$ cat config.mk
export PLATFORM = sky130hd
export DESIGN_NAME = scwp_device_flat
export DESIGN_NICKNAME = d
export VERILOG_FILES = /design/src/scwp_pkg.sv /design/src/scwp_if.sv /design/src/scwp_device.sv /design/src/flat_wrapper.sv
export SDC_FILE = /design/constraint.sdc
export NUM_CORES = 1
export LEC_CHECK = 0
export ABC_AREA = 1
export BUFFER_PORTS_ARGS = -buffer_cell sky130_fd_sc_hd__clkbuf_2
export CAP_MARGIN = 20
export CORE_UTILIZATION = 56
export CTS_CLUSTER_DIAMETER = 40
export DETAILED_ROUTE_END_ITERATION = 16
export MAX_ROUTING_LAYER = met4
export PLACE_DENSITY = 0.8
export SYNTH_ARGS = -nofsm -noshare
export SYNTH_HDL_FRONTEND = slang
export SYNTH_SLANG_ARGS = --single-unit
export TNS_END_PERCENT = 50
$ cat constraint.sdc
create_clock -name clk_sys -period 2.35 [get_ports clk_sys]
set_clock_uncertainty 0.1 [all_clocks]
set_input_delay 0 -clock clk_sys [delete_from_list [all_inputs] [get_ports clk_sys]]
set_output_delay 0 -clock clk_sys [all_outputs]
set_load 0.02 [all_outputs]
$ cat src/scwp_pkg.sv
// package of constants and types for the serial control word port
// Functional notes
// RL1: every transfer is one 16-bit word
// RL2: data accepted only while frame sync low
// RL3: shift one bit per falling serial edge
// RL4: host raises frame sync after sixteenth edge
// RL5: back-to-back words under one low frame
// RL6: serial clock high when frame sync falls
// RL7: select pin change acts after eight cycles
// RL8: late select change adds one cycle
// RL9: register load reaches output eight or nine
// RL10: reset and sleep falls sampled on falling
// RL11: control bits sampled on falling core edge
// RL12: top bits zero update control register
// RL13: comparator needs sign select and digital enable
// RL14: increment from frequency register zero or one
// RL15: full-word mode pairs low then high halves
// RL16: one bit picks pin or software control
// RL17: decode top bits, single register update
// RL18: short frame discards partial word
package scwp_pkg;
  localparam int WORD_BITS  = 16;
  localparam int HALF_BITS  = 14;
  localparam int FREQ_BITS  = 28;
  localparam int PHASE_BITS = 12;
  localparam int CNT_BITS   = 5;
  // destination codes in the top two bits
  localparam logic [1:0] DEST_CTRL  = 2'h0;
  localparam logic [1:0] DEST_FREQ_REG_ZERO = 2'h1;
  localparam logic [1:0] DEST_FREQ_REG_ONE = 2'h2;
  localparam logic [1:0] DEST_PHASE = 2'h3;
  // control word and phase word field positions
  localparam int BIT_FULL_WORD = 13;
  localparam int BIT_HALF_SEL  = 12;
  localparam int BIT_FREQ_SEL  = 11;
  localparam int BIT_PHASE_SEL = 10;
  localparam int BIT_PIN_SOFT  = 9;
  localparam int BIT_RESET     = 8;
  localparam int BIT_SLEEP_DAC = 6;
  localparam int BIT_DIG_OUT   = 5;
  localparam int BIT_SIGN_SEL  = 4;
  localparam int BIT_PHASE_REG = 13;
  localparam logic [15:0] CTRL_RESET_VALUE = 16'h0000;
  // latencies in core cycles
  localparam int SEL_LATENCY   = 8;
  localparam int LOAD_LATENCY  = 8;
  localparam int PIPE_DEPTH    = 10;
  // host serial clock divider: half period in core cycles
  localparam int HOST_HALF_PERIOD = 4;
  localparam int HOST_DIV_BITS    = 3;
  typedef enum logic [2:0] {
    HST_IDLE  = 3'b001,
    HST_SHIFT = 3'b010,
    HST_END   = 3'b100
  } scwp_host_state_t;
endpackage

$ cat src/scwp_if.sv
// interface joining host and device serial ends
`timescale 1ns/1ps
interface scwp_if;
  logic serialClk;
  logic frameSyncN;
  logic serialData;
  modport host (output serialClk, output frameSyncN, output serialData);
  modport device (input serialClk, input frameSyncN, input serialData);
endinterface

$ cat src/scwp_device.sv
// device end: serial receiver, word decode and core timing
`timescale 1ns/1ps
module scwp_device #(
  parameter int SEL_DELAY  = scwp_pkg::SEL_LATENCY,
  parameter int LOAD_DELAY = scwp_pkg::LOAD_LATENCY
) (
  // clock and reset
  input  wire logic        clk_sys,
  input  wire logic        sys_rst,
  // serial link
  scwp_if.device           link,
  // pins from the board
  input  wire logic        freq_select_pin,
  input  wire logic        phase_select_pin,
  input  wire logic        resetPin,
  input  wire logic        sleepPin,
  input  wire logic        selLate,
  input  wire logic        loadLate,
  // core view
  output logic [15:0]      controlWord,
  output logic [27:0]      freq_reg_zero,
  output logic [27:0]      freq_reg_one,
  output logic [11:0]      phaseReg0,
  output logic [11:0]      phaseReg1,
  output logic [27:0]      phaseIncrement,
  output logic [11:0]      phaseOffset,
  output logic             coreReset,
  output logic             dacSleep,
  output logic             squareOutEnable,
  output logic             wordStrobe
);
  logic [1:0]  clkSync_q, fsSync_q, datSync_q;
  logic        clkPrev_q;
  logic [15:0] shift_q;
  logic [4:0]  count_q;
  logic [15:0] ctrl_q, ctrlCore_q;
  logic [27:0] f0_q, f1_q;
  logic [11:0] p0_q, p1_q;
  logic [13:0] lowHalf_q;
  logic        halfPending_q;
  logic [scwp_pkg::PIPE_DEPTH-1:0] fselPipe_q, pselPipe_q;
  logic [scwp_pkg::PIPE_DEPTH-1:0] loadPipe_q;
  logic [27:0] incr_q;
  logic [11:0] offs_q;
  logic        rstCore_q, sleep_q, sq_q, strobe_q;
  logic [1:0]  rstSync_q, slpSync_q, fpSync_q, ppSync_q;

  // pin inputs except selLate and loadLate pass two flip-flops before use
  always_ff @(posedge clk_sys) begin
    clkSync_q <= {clkSync_q[0], link.serialClk};
    fsSync_q  <= {fsSync_q[0], link.frameSyncN};
    datSync_q <= {datSync_q[0], link.serialData};
    rstSync_q <= {rstSync_q[0], resetPin};
    slpSync_q <= {slpSync_q[0], sleepPin};
    fpSync_q  <= {fpSync_q[0], freq_select_pin};
    ppSync_q  <= {ppSync_q[0], phase_select_pin};
  end

  // edge and frame decode
  wire frameActive = ~fsSync_q[1];
  wire fallEdge    = clkPrev_q & ~clkSync_q[1];
  // RL2: level sensitive enable
  wire takeBit     = frameActive & fallEdge;
  wire [15:0] nextShift = {shift_q[14:0], datSync_q[1]};
  // RL1: sixteen bits make a word
  wire wordDone    = takeBit & (count_q == 5'(scwp_pkg::WORD_BITS - 1));
  // RL17: destination decode
  wire [1:0] dest  = nextShift[15:14];
  wire fullMode    = ctrl_q[scwp_pkg::BIT_FULL_WORD];
  wire hiSel       = ctrl_q[scwp_pkg::BIT_HALF_SEL];

  // RL3: shift on falling serial edge
  always_ff @(posedge clk_sys) begin
    if (sys_rst) begin
      clkPrev_q <= 1'b1;
      shift_q   <= 16'h0000;
      count_q   <= 5'h00;
    end else begin
      clkPrev_q <= clkSync_q[1];
      // RL18: short frame drops partial word
      if (!frameActive) begin
        count_q <= 5'h00;
      end else if (takeBit) begin
        shift_q <= nextShift;
        // RL5: counter wraps for back-to-back words
        count_q <= wordDone ? 5'h00 : count_q + 5'h01;
      end
    end
  end

  // merge of a 14-bit half into a frequency register
  function automatic logic [27:0] mergeHalf(input logic [27:0] old,
                                            input logic [13:0] half,
                                            input logic        high);
    mergeHalf = high ? {half, old[13:0]} : {old[27:14], half};
  endfunction

  wire isFreq    = (dest == scwp_pkg::DEST_FREQ_REG_ZERO) |
                   (dest == scwp_pkg::DEST_FREQ_REG_ONE);
  // RL15: second write completes full word
  wire fullFinal = fullMode & halfPending_q;
  wire [27:0] oldF = (dest == scwp_pkg::DEST_FREQ_REG_ZERO) ? f0_q : f1_q;
  wire [27:0] newF = fullMode ? {nextShift[13:0], lowHalf_q}
                              : mergeHalf(oldF, nextShift[13:0], hiSel);
  wire freqWrite = wordDone & isFreq & (~fullMode | fullFinal);

  // register file update, one write per word
  always_ff @(posedge clk_sys) begin
    if (sys_rst) begin
      ctrl_q        <= scwp_pkg::CTRL_RESET_VALUE;
      f0_q          <= 28'h0000000;
      f1_q          <= 28'h0000000;
      p0_q          <= 12'h000;
      p1_q          <= 12'h000;
      lowHalf_q     <= 14'h0000;
      halfPending_q <= 1'b0;
      strobe_q      <= 1'b0;
    end else begin
      strobe_q <= wordDone;
      if (wordDone) begin
        // RL12: top bits zero hit control
        if (dest == scwp_pkg::DEST_CTRL) begin
          ctrl_q        <= nextShift;
          halfPending_q <= 1'b0;
        end else if (isFreq && fullMode && !halfPending_q) begin
          lowHalf_q     <= nextShift[13:0];
          halfPending_q <= 1'b1;
        end else if (isFreq) begin
          halfPending_q <= 1'b0;
        end else if (nextShift[scwp_pkg::BIT_PHASE_REG]) begin
          p1_q <= nextShift[11:0];
        end else begin
          p0_q <= nextShift[11:0];
        end
        if (freqWrite && dest == scwp_pkg::DEST_FREQ_REG_ZERO) begin
          f0_q <= newF;
        end
        if (freqWrite && dest == scwp_pkg::DEST_FREQ_REG_ONE) begin
          f1_q <= newF;
        end
      end
    end
  end

  // RL16: pin or software source
  wire pinMode  = ctrlCore_q[scwp_pkg::BIT_PIN_SOFT];
  wire fselSrc  = pinMode ? fpSync_q[1]
                          : ctrlCore_q[scwp_pkg::BIT_FREQ_SEL];
  wire pselSrc  = pinMode ? ppSync_q[1]
                          : ctrlCore_q[scwp_pkg::BIT_PHASE_SEL];
  wire rstSrc   = pinMode ? rstSync_q[1]
                          : ctrlCore_q[scwp_pkg::BIT_RESET];
  wire slpSrc   = pinMode ? slpSync_q[1]
                          : ctrlCore_q[scwp_pkg::BIT_SLEEP_DAC];
  // RL7: base select latency
  // RL8: late pin adds a cycle
  // two sync flops, the half cycle into the core and the output
  // register use up part of the budget, so the taps are shorter
  wire [3:0] selTap  = 4'(SEL_DELAY - 4) + {3'h0, selLate};
  // RL9: load latency eight or nine
  wire [3:0] loadTap = 4'(LOAD_DELAY - 3) + {3'h0, loadLate};
  wire selMoved = fselPipe_q[selTap] != fselPipe_q[selTap + 4'h1];
  // RL14: increment source choice
  wire [27:0] incrSel = fselPipe_q[selTap] ? f1_q : f0_q;
  wire [11:0] offsSel = pselPipe_q[selTap] ? p1_q : p0_q;

  // core side runs on the falling edge, as the inner core does
  // RL11: control sampled on falling edge
  // RL10: reset and sleep sampled on falling edge
  always_ff @(negedge clk_sys) begin
    if (sys_rst) begin
      ctrlCore_q <= scwp_pkg::CTRL_RESET_VALUE;
      fselPipe_q <= '0;
      pselPipe_q <= '0;
      loadPipe_q <= '0;
      incr_q     <= 28'h0000000;
      offs_q     <= 12'h000;
      rstCore_q  <= 1'b0;
      sleep_q    <= 1'b0;
      sq_q       <= 1'b0;
    end else begin
      ctrlCore_q <= ctrl_q;
      fselPipe_q <= {fselPipe_q[scwp_pkg::PIPE_DEPTH-2:0], fselSrc};
      pselPipe_q <= {pselPipe_q[scwp_pkg::PIPE_DEPTH-2:0], pselSrc};
      loadPipe_q <= {loadPipe_q[scwp_pkg::PIPE_DEPTH-2:0], strobe_q};
      // phaseIncrement refreshes only when a select or load has matured; phaseOffset every cycle
      if (loadPipe_q[loadTap] || selMoved) begin
        incr_q <= incrSel;
      end
      offs_q    <= offsSel;
      rstCore_q <= rstSrc;
      sleep_q   <= slpSrc;
      // RL13: comparator needs both bits
      sq_q <= ctrlCore_q[scwp_pkg::BIT_SIGN_SEL] &
              ctrlCore_q[scwp_pkg::BIT_DIG_OUT];
    end
  end

  assign controlWord     = ctrl_q;
  assign freq_reg_zero   = f0_q;
  assign freq_reg_one    = f1_q;
  assign phaseReg0       = p0_q;
  assign phaseReg1       = p1_q;
  assign phaseIncrement  = incr_q;
  assign phaseOffset     = offs_q;
  assign coreReset       = rstCore_q;
  assign dacSleep        = sleep_q;
  assign squareOutEnable = sq_q;
  assign wordStrobe      = strobe_q;
endmodule

$ cat src/flat_wrapper.sv
// flat-port wrapper written by rule: the top's interface ports become plain ports
module scwp_device_flat 
#(
  parameter int SEL_DELAY  = scwp_pkg::SEL_LATENCY,
  parameter int LOAD_DELAY = scwp_pkg::LOAD_LATENCY
)
  (clk_sys, sys_rst, freq_select_pin, phase_select_pin, resetPin, sleepPin, selLate, loadLate, controlWord, freq_reg_zero, freq_reg_one, phaseReg0, phaseReg1, phaseIncrement, phaseOffset, coreReset, dacSleep, squareOutEnable, wordStrobe, link_serialClk, link_frameSyncN, link_serialData);
  scwp_if link_i ();
  input  wire logic clk_sys;
  input  wire logic sys_rst;
  input  wire logic freq_select_pin;
  input  wire logic phase_select_pin;
  input  wire logic resetPin;
  input  wire logic sleepPin;
  input  wire logic selLate;
  input  wire logic loadLate;
  output logic [15:0] controlWord;
  output logic [27:0] freq_reg_zero;
  output logic [27:0] freq_reg_one;
  output logic [11:0] phaseReg0;
  output logic [11:0] phaseReg1;
  output logic [27:0] phaseIncrement;
  output logic [11:0] phaseOffset;
  output logic coreReset;
  output logic dacSleep;
  output logic squareOutEnable;
  output logic wordStrobe;
  input wire logic [$bits(link_i.serialClk)-1:0] link_serialClk;
  input wire logic [$bits(link_i.frameSyncN)-1:0] link_frameSyncN;
  input wire logic [$bits(link_i.serialData)-1:0] link_serialData;
  assign link_i.serialClk = link_serialClk;
  assign link_i.frameSyncN = link_frameSyncN;
  assign link_i.serialData = link_serialData;
  scwp_device #(.SEL_DELAY(SEL_DELAY), .LOAD_DELAY(LOAD_DELAY)) u_core (.clk_sys(clk_sys), .sys_rst(sys_rst), .link(link_i), .freq_select_pin(freq_select_pin), .phase_select_pin(phase_select_pin), .resetPin(resetPin), .sleepPin(sleepPin), .selLate(selLate), .loadLate(loadLate), .controlWord(controlWord), .freq_reg_zero(freq_reg_zero), .freq_reg_one(freq_reg_one), .phaseReg0(phaseReg0), .phaseReg1(phaseReg1), .phaseIncrement(phaseIncrement), .phaseOffset(phaseOffset), .coreReset(coreReset), .dacSleep(dacSleep), .squareOutEnable(squareOutEnable), .wordStrobe(wordStrobe));
endmodule
==> results of run 1 <==
-- state kept, by name, indices dropped and copies added, names as in the netlist, 12 cells and up --
name	flops
u_core.freq_reg_zero	28
u_core.phaseReg0	12
u_core.freq_reg_one	28
u_core.lowHalf_q	14
u_core.phaseReg1	12
u_core.phaseOffset	12
u_core.shift_q	15
u_core.controlWord	16
u_core.phaseIncrement	28
-- per-layer routing --
layer  up-vias  track usage, %  wire length (um)  part of all wire (%)
li1       4282               -                 -                     -
met1      3987            36.6              9960                    42
met2       321            51.6             11700                    49
met3        52            3.54              1490                   6.3
met4         0            8.96               522                   2.2
met5         -               -                 0                     0
-- where the power goes --
| group | total [mW] | internal, mW | leakage, nW | switching, mW |
|---|---|---|---|---|
| logic | 0.446 | 0.163 | 2.84 | 0.284 |
| registers | 3.83 | 3.76 | 1.77 | 0.0728 |
| clock network | 4.89 | 2.91 | 0.865 | 1.98 |
-- cells in the mapped netlist, drive strengths merged, types with 2 or more instances --
master,n
nand2,264
nor2,240
dfxtp,217
o21ai,126
inv,118
a21oi,79
nand3,67
buf,44
clkbuf,32
a22oi,14
ha,5
nor3,4
o211ai,2
o22ai,2
-- cells in the final DEF (no fill, tap or decap), types with 4 or more instances in the layout --
cell type and instances:
buf_12 7, clkbuf_16 31, inv_1 183, clkbuf_2 121
buf_2 9, dlygate4sd3_1 9, nand2_1 261, nand3_1 64
nor3_1 4, o21ai_1 6, a22oi_1 14, dfxtp_2 11
clkbuf_8 10, a21oi_1 79, dfxtp_1 204, o21ai_0 120
ha_1 5, inv_2 6, nor2_1 234, buf_8 5
buf_4 37
-- through the flow --
step | setup TNS, ns | instance area (sq um)
floorplan | 0 | 8740
global placement | 0 | 9730
detailed placement | 0 | 9730
CTS | -0.0178 | 11200
global route | -0.0299 | 11200
finish | 0 | 11200
-- cell type report --
type                            instances  area (sq um)
Clock buffer                           37           838
Clock inverter                         85           413
Fill cell                            1136          3980
Inverter                              118           447
Multi-Input combinational cell        809          3570
Sequential cell                       217          4370
Tap cell                              188           235
Timing Repair Buffer                  197          1350
-- worst max path at each step --
stage                             start                         to  slack, ns  cells after the start
5_1_grt        u_core.phaseIncrement[2]          phaseIncrement[2]      -0.01                      1
6_report       u_core.phaseIncrement[2]          phaseIncrement[2]       0.01                      1
3_5_place_dp                    selLate   u_core.phaseIncrement[6]       0.03                     10
4_1_cts        u_core.phaseIncrement[2]          phaseIncrement[2]      -0.01                      1
2_1_floorplan  u_core.freq_reg_zero[18]  u_core.phaseIncrement[18]       0.15                      6
3_3_place_gp                    selLate   u_core.phaseIncrement[6]       0.06                     11
-- logic make-up after synthesis --
kind of cell	Yosys count	synth area share (%)
simple gates	578	26.7
compound gates	225	13.4
flops	217	49.7
buf+inv	195	9.42
fa+ha+maj	5	0.716
xor+xnor	1	0.100
-- timing repair --
item                                    CTS  global route
gates cloned                              0             0
hold buffers                              9             0
gates resized for setup                  31            41
endpoints found under the setup margin   11            26
endpoints found under the hold margin    52             0
==> results.py, run 1 <==
metrics = {
    "power": {
        "p_leak_nw": 5.47,
        "p_per_area_mw_per_mm2": 817,
        "finalPower_mw": 9.17,
        "worst_ir_drop_vdd_v": 0.000606,
    },
    "yosys": {
        "yosysUniqueCellTypes": 31,
        "yosys_warnings": 0,
        "synth_area_sq_mm": 0.00874,
        "syn_inst": 1221,
        "yosys.area.top_type": "dfxtp_1",
        "synth-seq-cells": 217,
        "ys_seq_area_share_pct": 49.7,
        "syn_nets": 1237,
        "ys.flop_type": "dfxtp_1",
        "synth_edf_count": 0,
        "async_reset_ff_share_pct": 0,
        "postSynthAreaPerCell_sq_um": 7.16,
        "synth_top_area_share_pct": 49.7,
        "ys_top_cells_by_area": "dfxtp_1, nand2_1, nor2_1",
    },
    "global_route": {
        "grt_overflow": 0,
        "grt_max_degree": 53,
        "grt_pass1_wl_um": 38200,
        "grt_pass1_vias": 8020,
        "antenna_found_initial": 0,
        "gr-usage-all-layers_pct": 29.9,
    },
    "floorplanning": {
        "die_w_um": 127,
        "io_pins": 151,
        "core_region_area_sq_mm": 0.0152,
        "chipHeight_um": 127,
        "start_util_pct": 57.5,
        "rows": 45,
        "die_area_sq_mm": 0.0161,
    },
    "worst_setup_path": {
        "timing.rr.start": "u_core.freq_reg_zero[27]",
        "cp_max_fo": 2,
        "slowest_delay_ns": 0.38,
        "r2r_slack_ns": 0.15,
        "crit_type": "reg2out",
        "slowest_stage": "dfxtp_4",
        "timing.rr.end": "u_core.phaseIncrement[27]",
        "rr_worst_depth": 4,
        "crit_family": "flip-flops",
        "worst-path-buf-inv": 1,
        "cp-start-kind": "flop",
        "required_ns": 2.25,
        "critPathArrivalTime_ns": 2.24,
        "crit_chain": "buf_8",
        "endpoint_kind": "output port",
    },
    "sta": {
        "hold_ws_ns": 0.0140,
        "finalHoldViolations": 0,
        "finalSetupViolations": 0,
        "relSlewSlack_pct": 64.8,
        "maxSlewViolCount": 0,
        "worst_pin_slew_ns": 0.527,
        "setup_ws_ns": 0.00984,
        "rsz0062_at_grt": "yes",
    },
    "cts": {
        "htree_levels": 1,
        "cts_buffers": 28,
        "cts_sinks": 217,
        "post_cts_buffers": 0,
        "clk_pin_slew_ns": 0.06,
        "clockBufferDepth": 3,
        "worstSkewPairLatency_ns": 0.59,
        "cts_tree": "yes",
        "cts_root_buf": "clkbuf_16",
    },
    "final_layout": {
        "areaGrowthSynthToFinish_pct": 28.4,
        "insertedDiodeCount": 0,
        "instances_no_fill": 1651,
        "drive_above_1_share_pct": 18.3,
        "fin_nets": 1457,
        "fin_util_pct": 73.8,
    },
    "flow_run": {
        "cap_violations": 0,
    },
    "placed_design": {
        "finalWeightedCongestion": 0.845,
        "placedCellCount": 1521,
        "place_ws_ns": 0.0255,
        "portBuffers": 150,
        "dp_hpwl_um": 14600,
    },
    "min_path": {
        "holdPathEnd": "u_core.clkSync_q[0]",
        "worstHoldStart": "link_serialClk",
        "hold_path_class": "in2reg",
        "hold_depth": 2,
    },
    "route": {
        "drtPass1Iterations": 6,
        "drtAntennaViolNets": 0,
        "vias_per_cell": 5.23,
        "routedWlPerCell_um": 14.3,
        "drc_errors": 0,
        "drt_iter0_markers": 706,
        "num_vias": 8642,
        "wl_um": 23700,
    },
    "status": {
        "status": "finished clean",
    },
}
Power figures use the tool's default switching activity.
==> inputs of run 2 (changes only) <==
CORE_UTILIZATION = 60   (was 56)
PLACE_DENSITY = 0.85   (was 0.8)
SLEW_MARGIN = 40   (was not set)
clock period = 2.9 ns   (was 2.35 ns; I/O delays follow)
==> run 2 against run 1 <==
Net effect:
- sequential share of layout area rose by 0.65 points
- largest cell class unchanged
- largest power group unchanged
- cell count down 0.73%
- global-route usage is 3.0 points higher
- register-to-register slack improved by 0.32 ns
- final area shrank 2.1%
- non-clock buffer count decreased by 6
- via count grew 3.7%
- combinational power down 24%
- die area fell by 6.6%
==> results.py, run 2 (synthesis gave the netlist of run 1 again) <==
metrics = {
    "cts": {
        "post_cts_buffers": 0,
        "cts_resized": 0,
        "cts_tree": "yes",
        "cts_sinks": 217,
        "cts_root_buf": "clkbuf_16",
        "clk_pin_slew_ns": 0.06,
        "clockBufferDepth": 3,
        "hold_buffers": 14,
        "worstSkewPairLatency_ns": 0.58,
        "htree_levels": 1,
        "cts_buffers": 29,
    },
    "floorplanning": {
        "start_util_pct": 62.3,
        "io_pins": 151,
        "chipHeight_um": 123,
        "rows": 43,
        "die_area_sq_mm": 0.0151,
        "core_region_area_sq_mm": 0.0140,
        "die_w_um": 123,
    },
    "placed_design": {
        "placedCellCount": 1502,
        "dpl_cell_area_sq_mm": 0.00961,
        "dp_hpwl_um": 15100,
        "portBuffers": 150,
        "finalWeightedCongestion": 0.896,
        "place_ws_ns": 0.201,
    },
    "worst_setup_path": {
        "r2r_slack_ns": 0.47,
        "slowest_stage": "dfxtp_1",
        "crit_type": "reg2out",
        "timing.rr.end": "u_core.phaseIncrement[5]",
        "timing.rr.start": "u_core.freq_reg_zero[5]",
        "cp_max_fo": 2,
        "worst-path-buf-inv": 1,
        "required_ns": 2.80,
        "crit_chain": "clkbuf_2",
        "cp-start-kind": "flop",
        "crit_family": "flip-flops",
        "critPathArrivalTime_ns": 2.60,
        "rr_worst_depth": 6,
        "endpoint_kind": "output port",
        "slowest_delay_ns": 0.37,
    },
    "power": {
        "worst_ir_drop_vdd_v": 0.000503,
        "finalPower_mw": 7.39,
        "p_per_area_mw_per_mm2": 672,
        "p_leak_nw": 5.37,
    },
    "global_route": {
        "grt_overflow": 0,
        "grt_busiest_layer": "met2",
        "antenna_found_initial": 0,
        "grt.met2_usage_pct": 55.0,
        "gr-usage-all-layers_pct": 32.9,
        "grt_pass1_vias": 8063,
        "grt_max_degree": 65,
        "gr-usage-met1_pct": 38.9,
        "grt_pass1_wl_um": 38200,
        "use_met3_pct": 4.65,
    },
    "route": {
        "routedWlPerCell_um": 14.8,
        "drt_iter0_markers": 884,
        "drtAntennaViolNets": 0,
        "drtPass1Iterations": 9,
        "wl_um": 24300,
        "vias_per_cell": 5.47,
        "num_vias": 8959,
        "drc_errors": 0,
    },
    "sta": {
        "rsz0062_at_grt": "no",
        "worst_pin_slew_ns": 0.681,
        "finalHoldViolations": 0,
        "setup_ws_ns": 0.203,
        "relSlewSlack_pct": 54.6,
        "tns_ns": 0,
        "maxSlewViolCount": 0,
        "finalSetupViolations": 0,
        "hold_ws_ns": 0.0111,
    },
    "final_layout": {
        "design_area_sq_mm": 0.0110,
        "areaGrowthSynthToFinish_pct": 25.7,
        "fin_nets": 1452,
        "insertedDiodeCount": 0,
        "fillers": 967,
        "instances_no_fill": 1639,
        "layout_common_cells": "nand2_1, nor2_1, dfxtp_1, inv_1, clkbuf_2",
        "drive_above_1_share_pct": 16.7,
        "mostFrequentLayoutCell": "nand2_1",
        "fin_util_pct": 78.2,
    },
    "flow_run": {
        "cap_violations": 0,
    },
    "min_path": {
        "holdPathEnd": "u_core.wordStrobe",
        "hold_path_class": "in2reg",
        "worstHoldStart": "sys_rst",
        "hold_depth": 3,
    },
    "status": {
        "status": "finished clean",
    },
}
## run 2: cell count changes in the layout (fill, tap and decap cells not counted), sizes merged
cell	change
dlygate4sd3	+5
clkbuf	+22
clkinv	-3
buf	-34
inv	+6
## run 2: metal layers
layer  routed length [um]  share of wire [%]
met4                 1050                4.3
met2                11900                 49
met5                    0                  0
met3                 1860                7.7
met1                 9410                 39
## run 2: area by class of cell
class | instances | area [sq um] | share of cell area [%]
inverter | 118 | 444 | 4.04
clock inverter | 88 | 447 | 4.07
tap | 180 | 225 | 2.05
timing repair buffer | 191 | 1160 | 10.5
clock buffer | 36 | 795 | 7.23
multi-input combinational | 809 | 3570 | 32.5
sequential | 217 | 4340 | 39.5
## run 2: power by group
part / leakage (nW) / internal, mW / switching, mW / total, mW
clock network: 0.857 / 2.30 / 1.65 / 3.95
registers: 1.76 / 3.04 / 0.0576 / 3.10
logic: 2.75 / 0.111 / 0.228 / 0.339
total: 5.37 / 5.45 / 1.94 / 7.39
## run 2: how the worst max path moves through the flow
stage / from / endpoint / slack (ns) / cells past startpoint
2_1_floorplan: u_core.freq_reg_zero[18] / u_core.phaseIncrement[18] / 0.42 / 6
3_3_place_gp: selLate / u_core.phaseIncrement[1] / 0.29 / 10
3_5_place_dp: selLate / u_core.phaseIncrement[6] / 0.20 / 10
4_1_cts: u_core.phaseIncrement[2] / phaseIncrement[2] / 0.19 / 1
5_1_grt: u_core.phaseIncrement[2] / phaseIncrement[2] / 0.16 / 1
6_report: u_core.phaseIncrement[2] / phaseIncrement[2] / 0.20 / 1
## run 2: tightest hold or removal path, stage by stage
cell and delay, ns:
clkbuf_2 0.09, buf_4 0.33, nor2_1 0.18
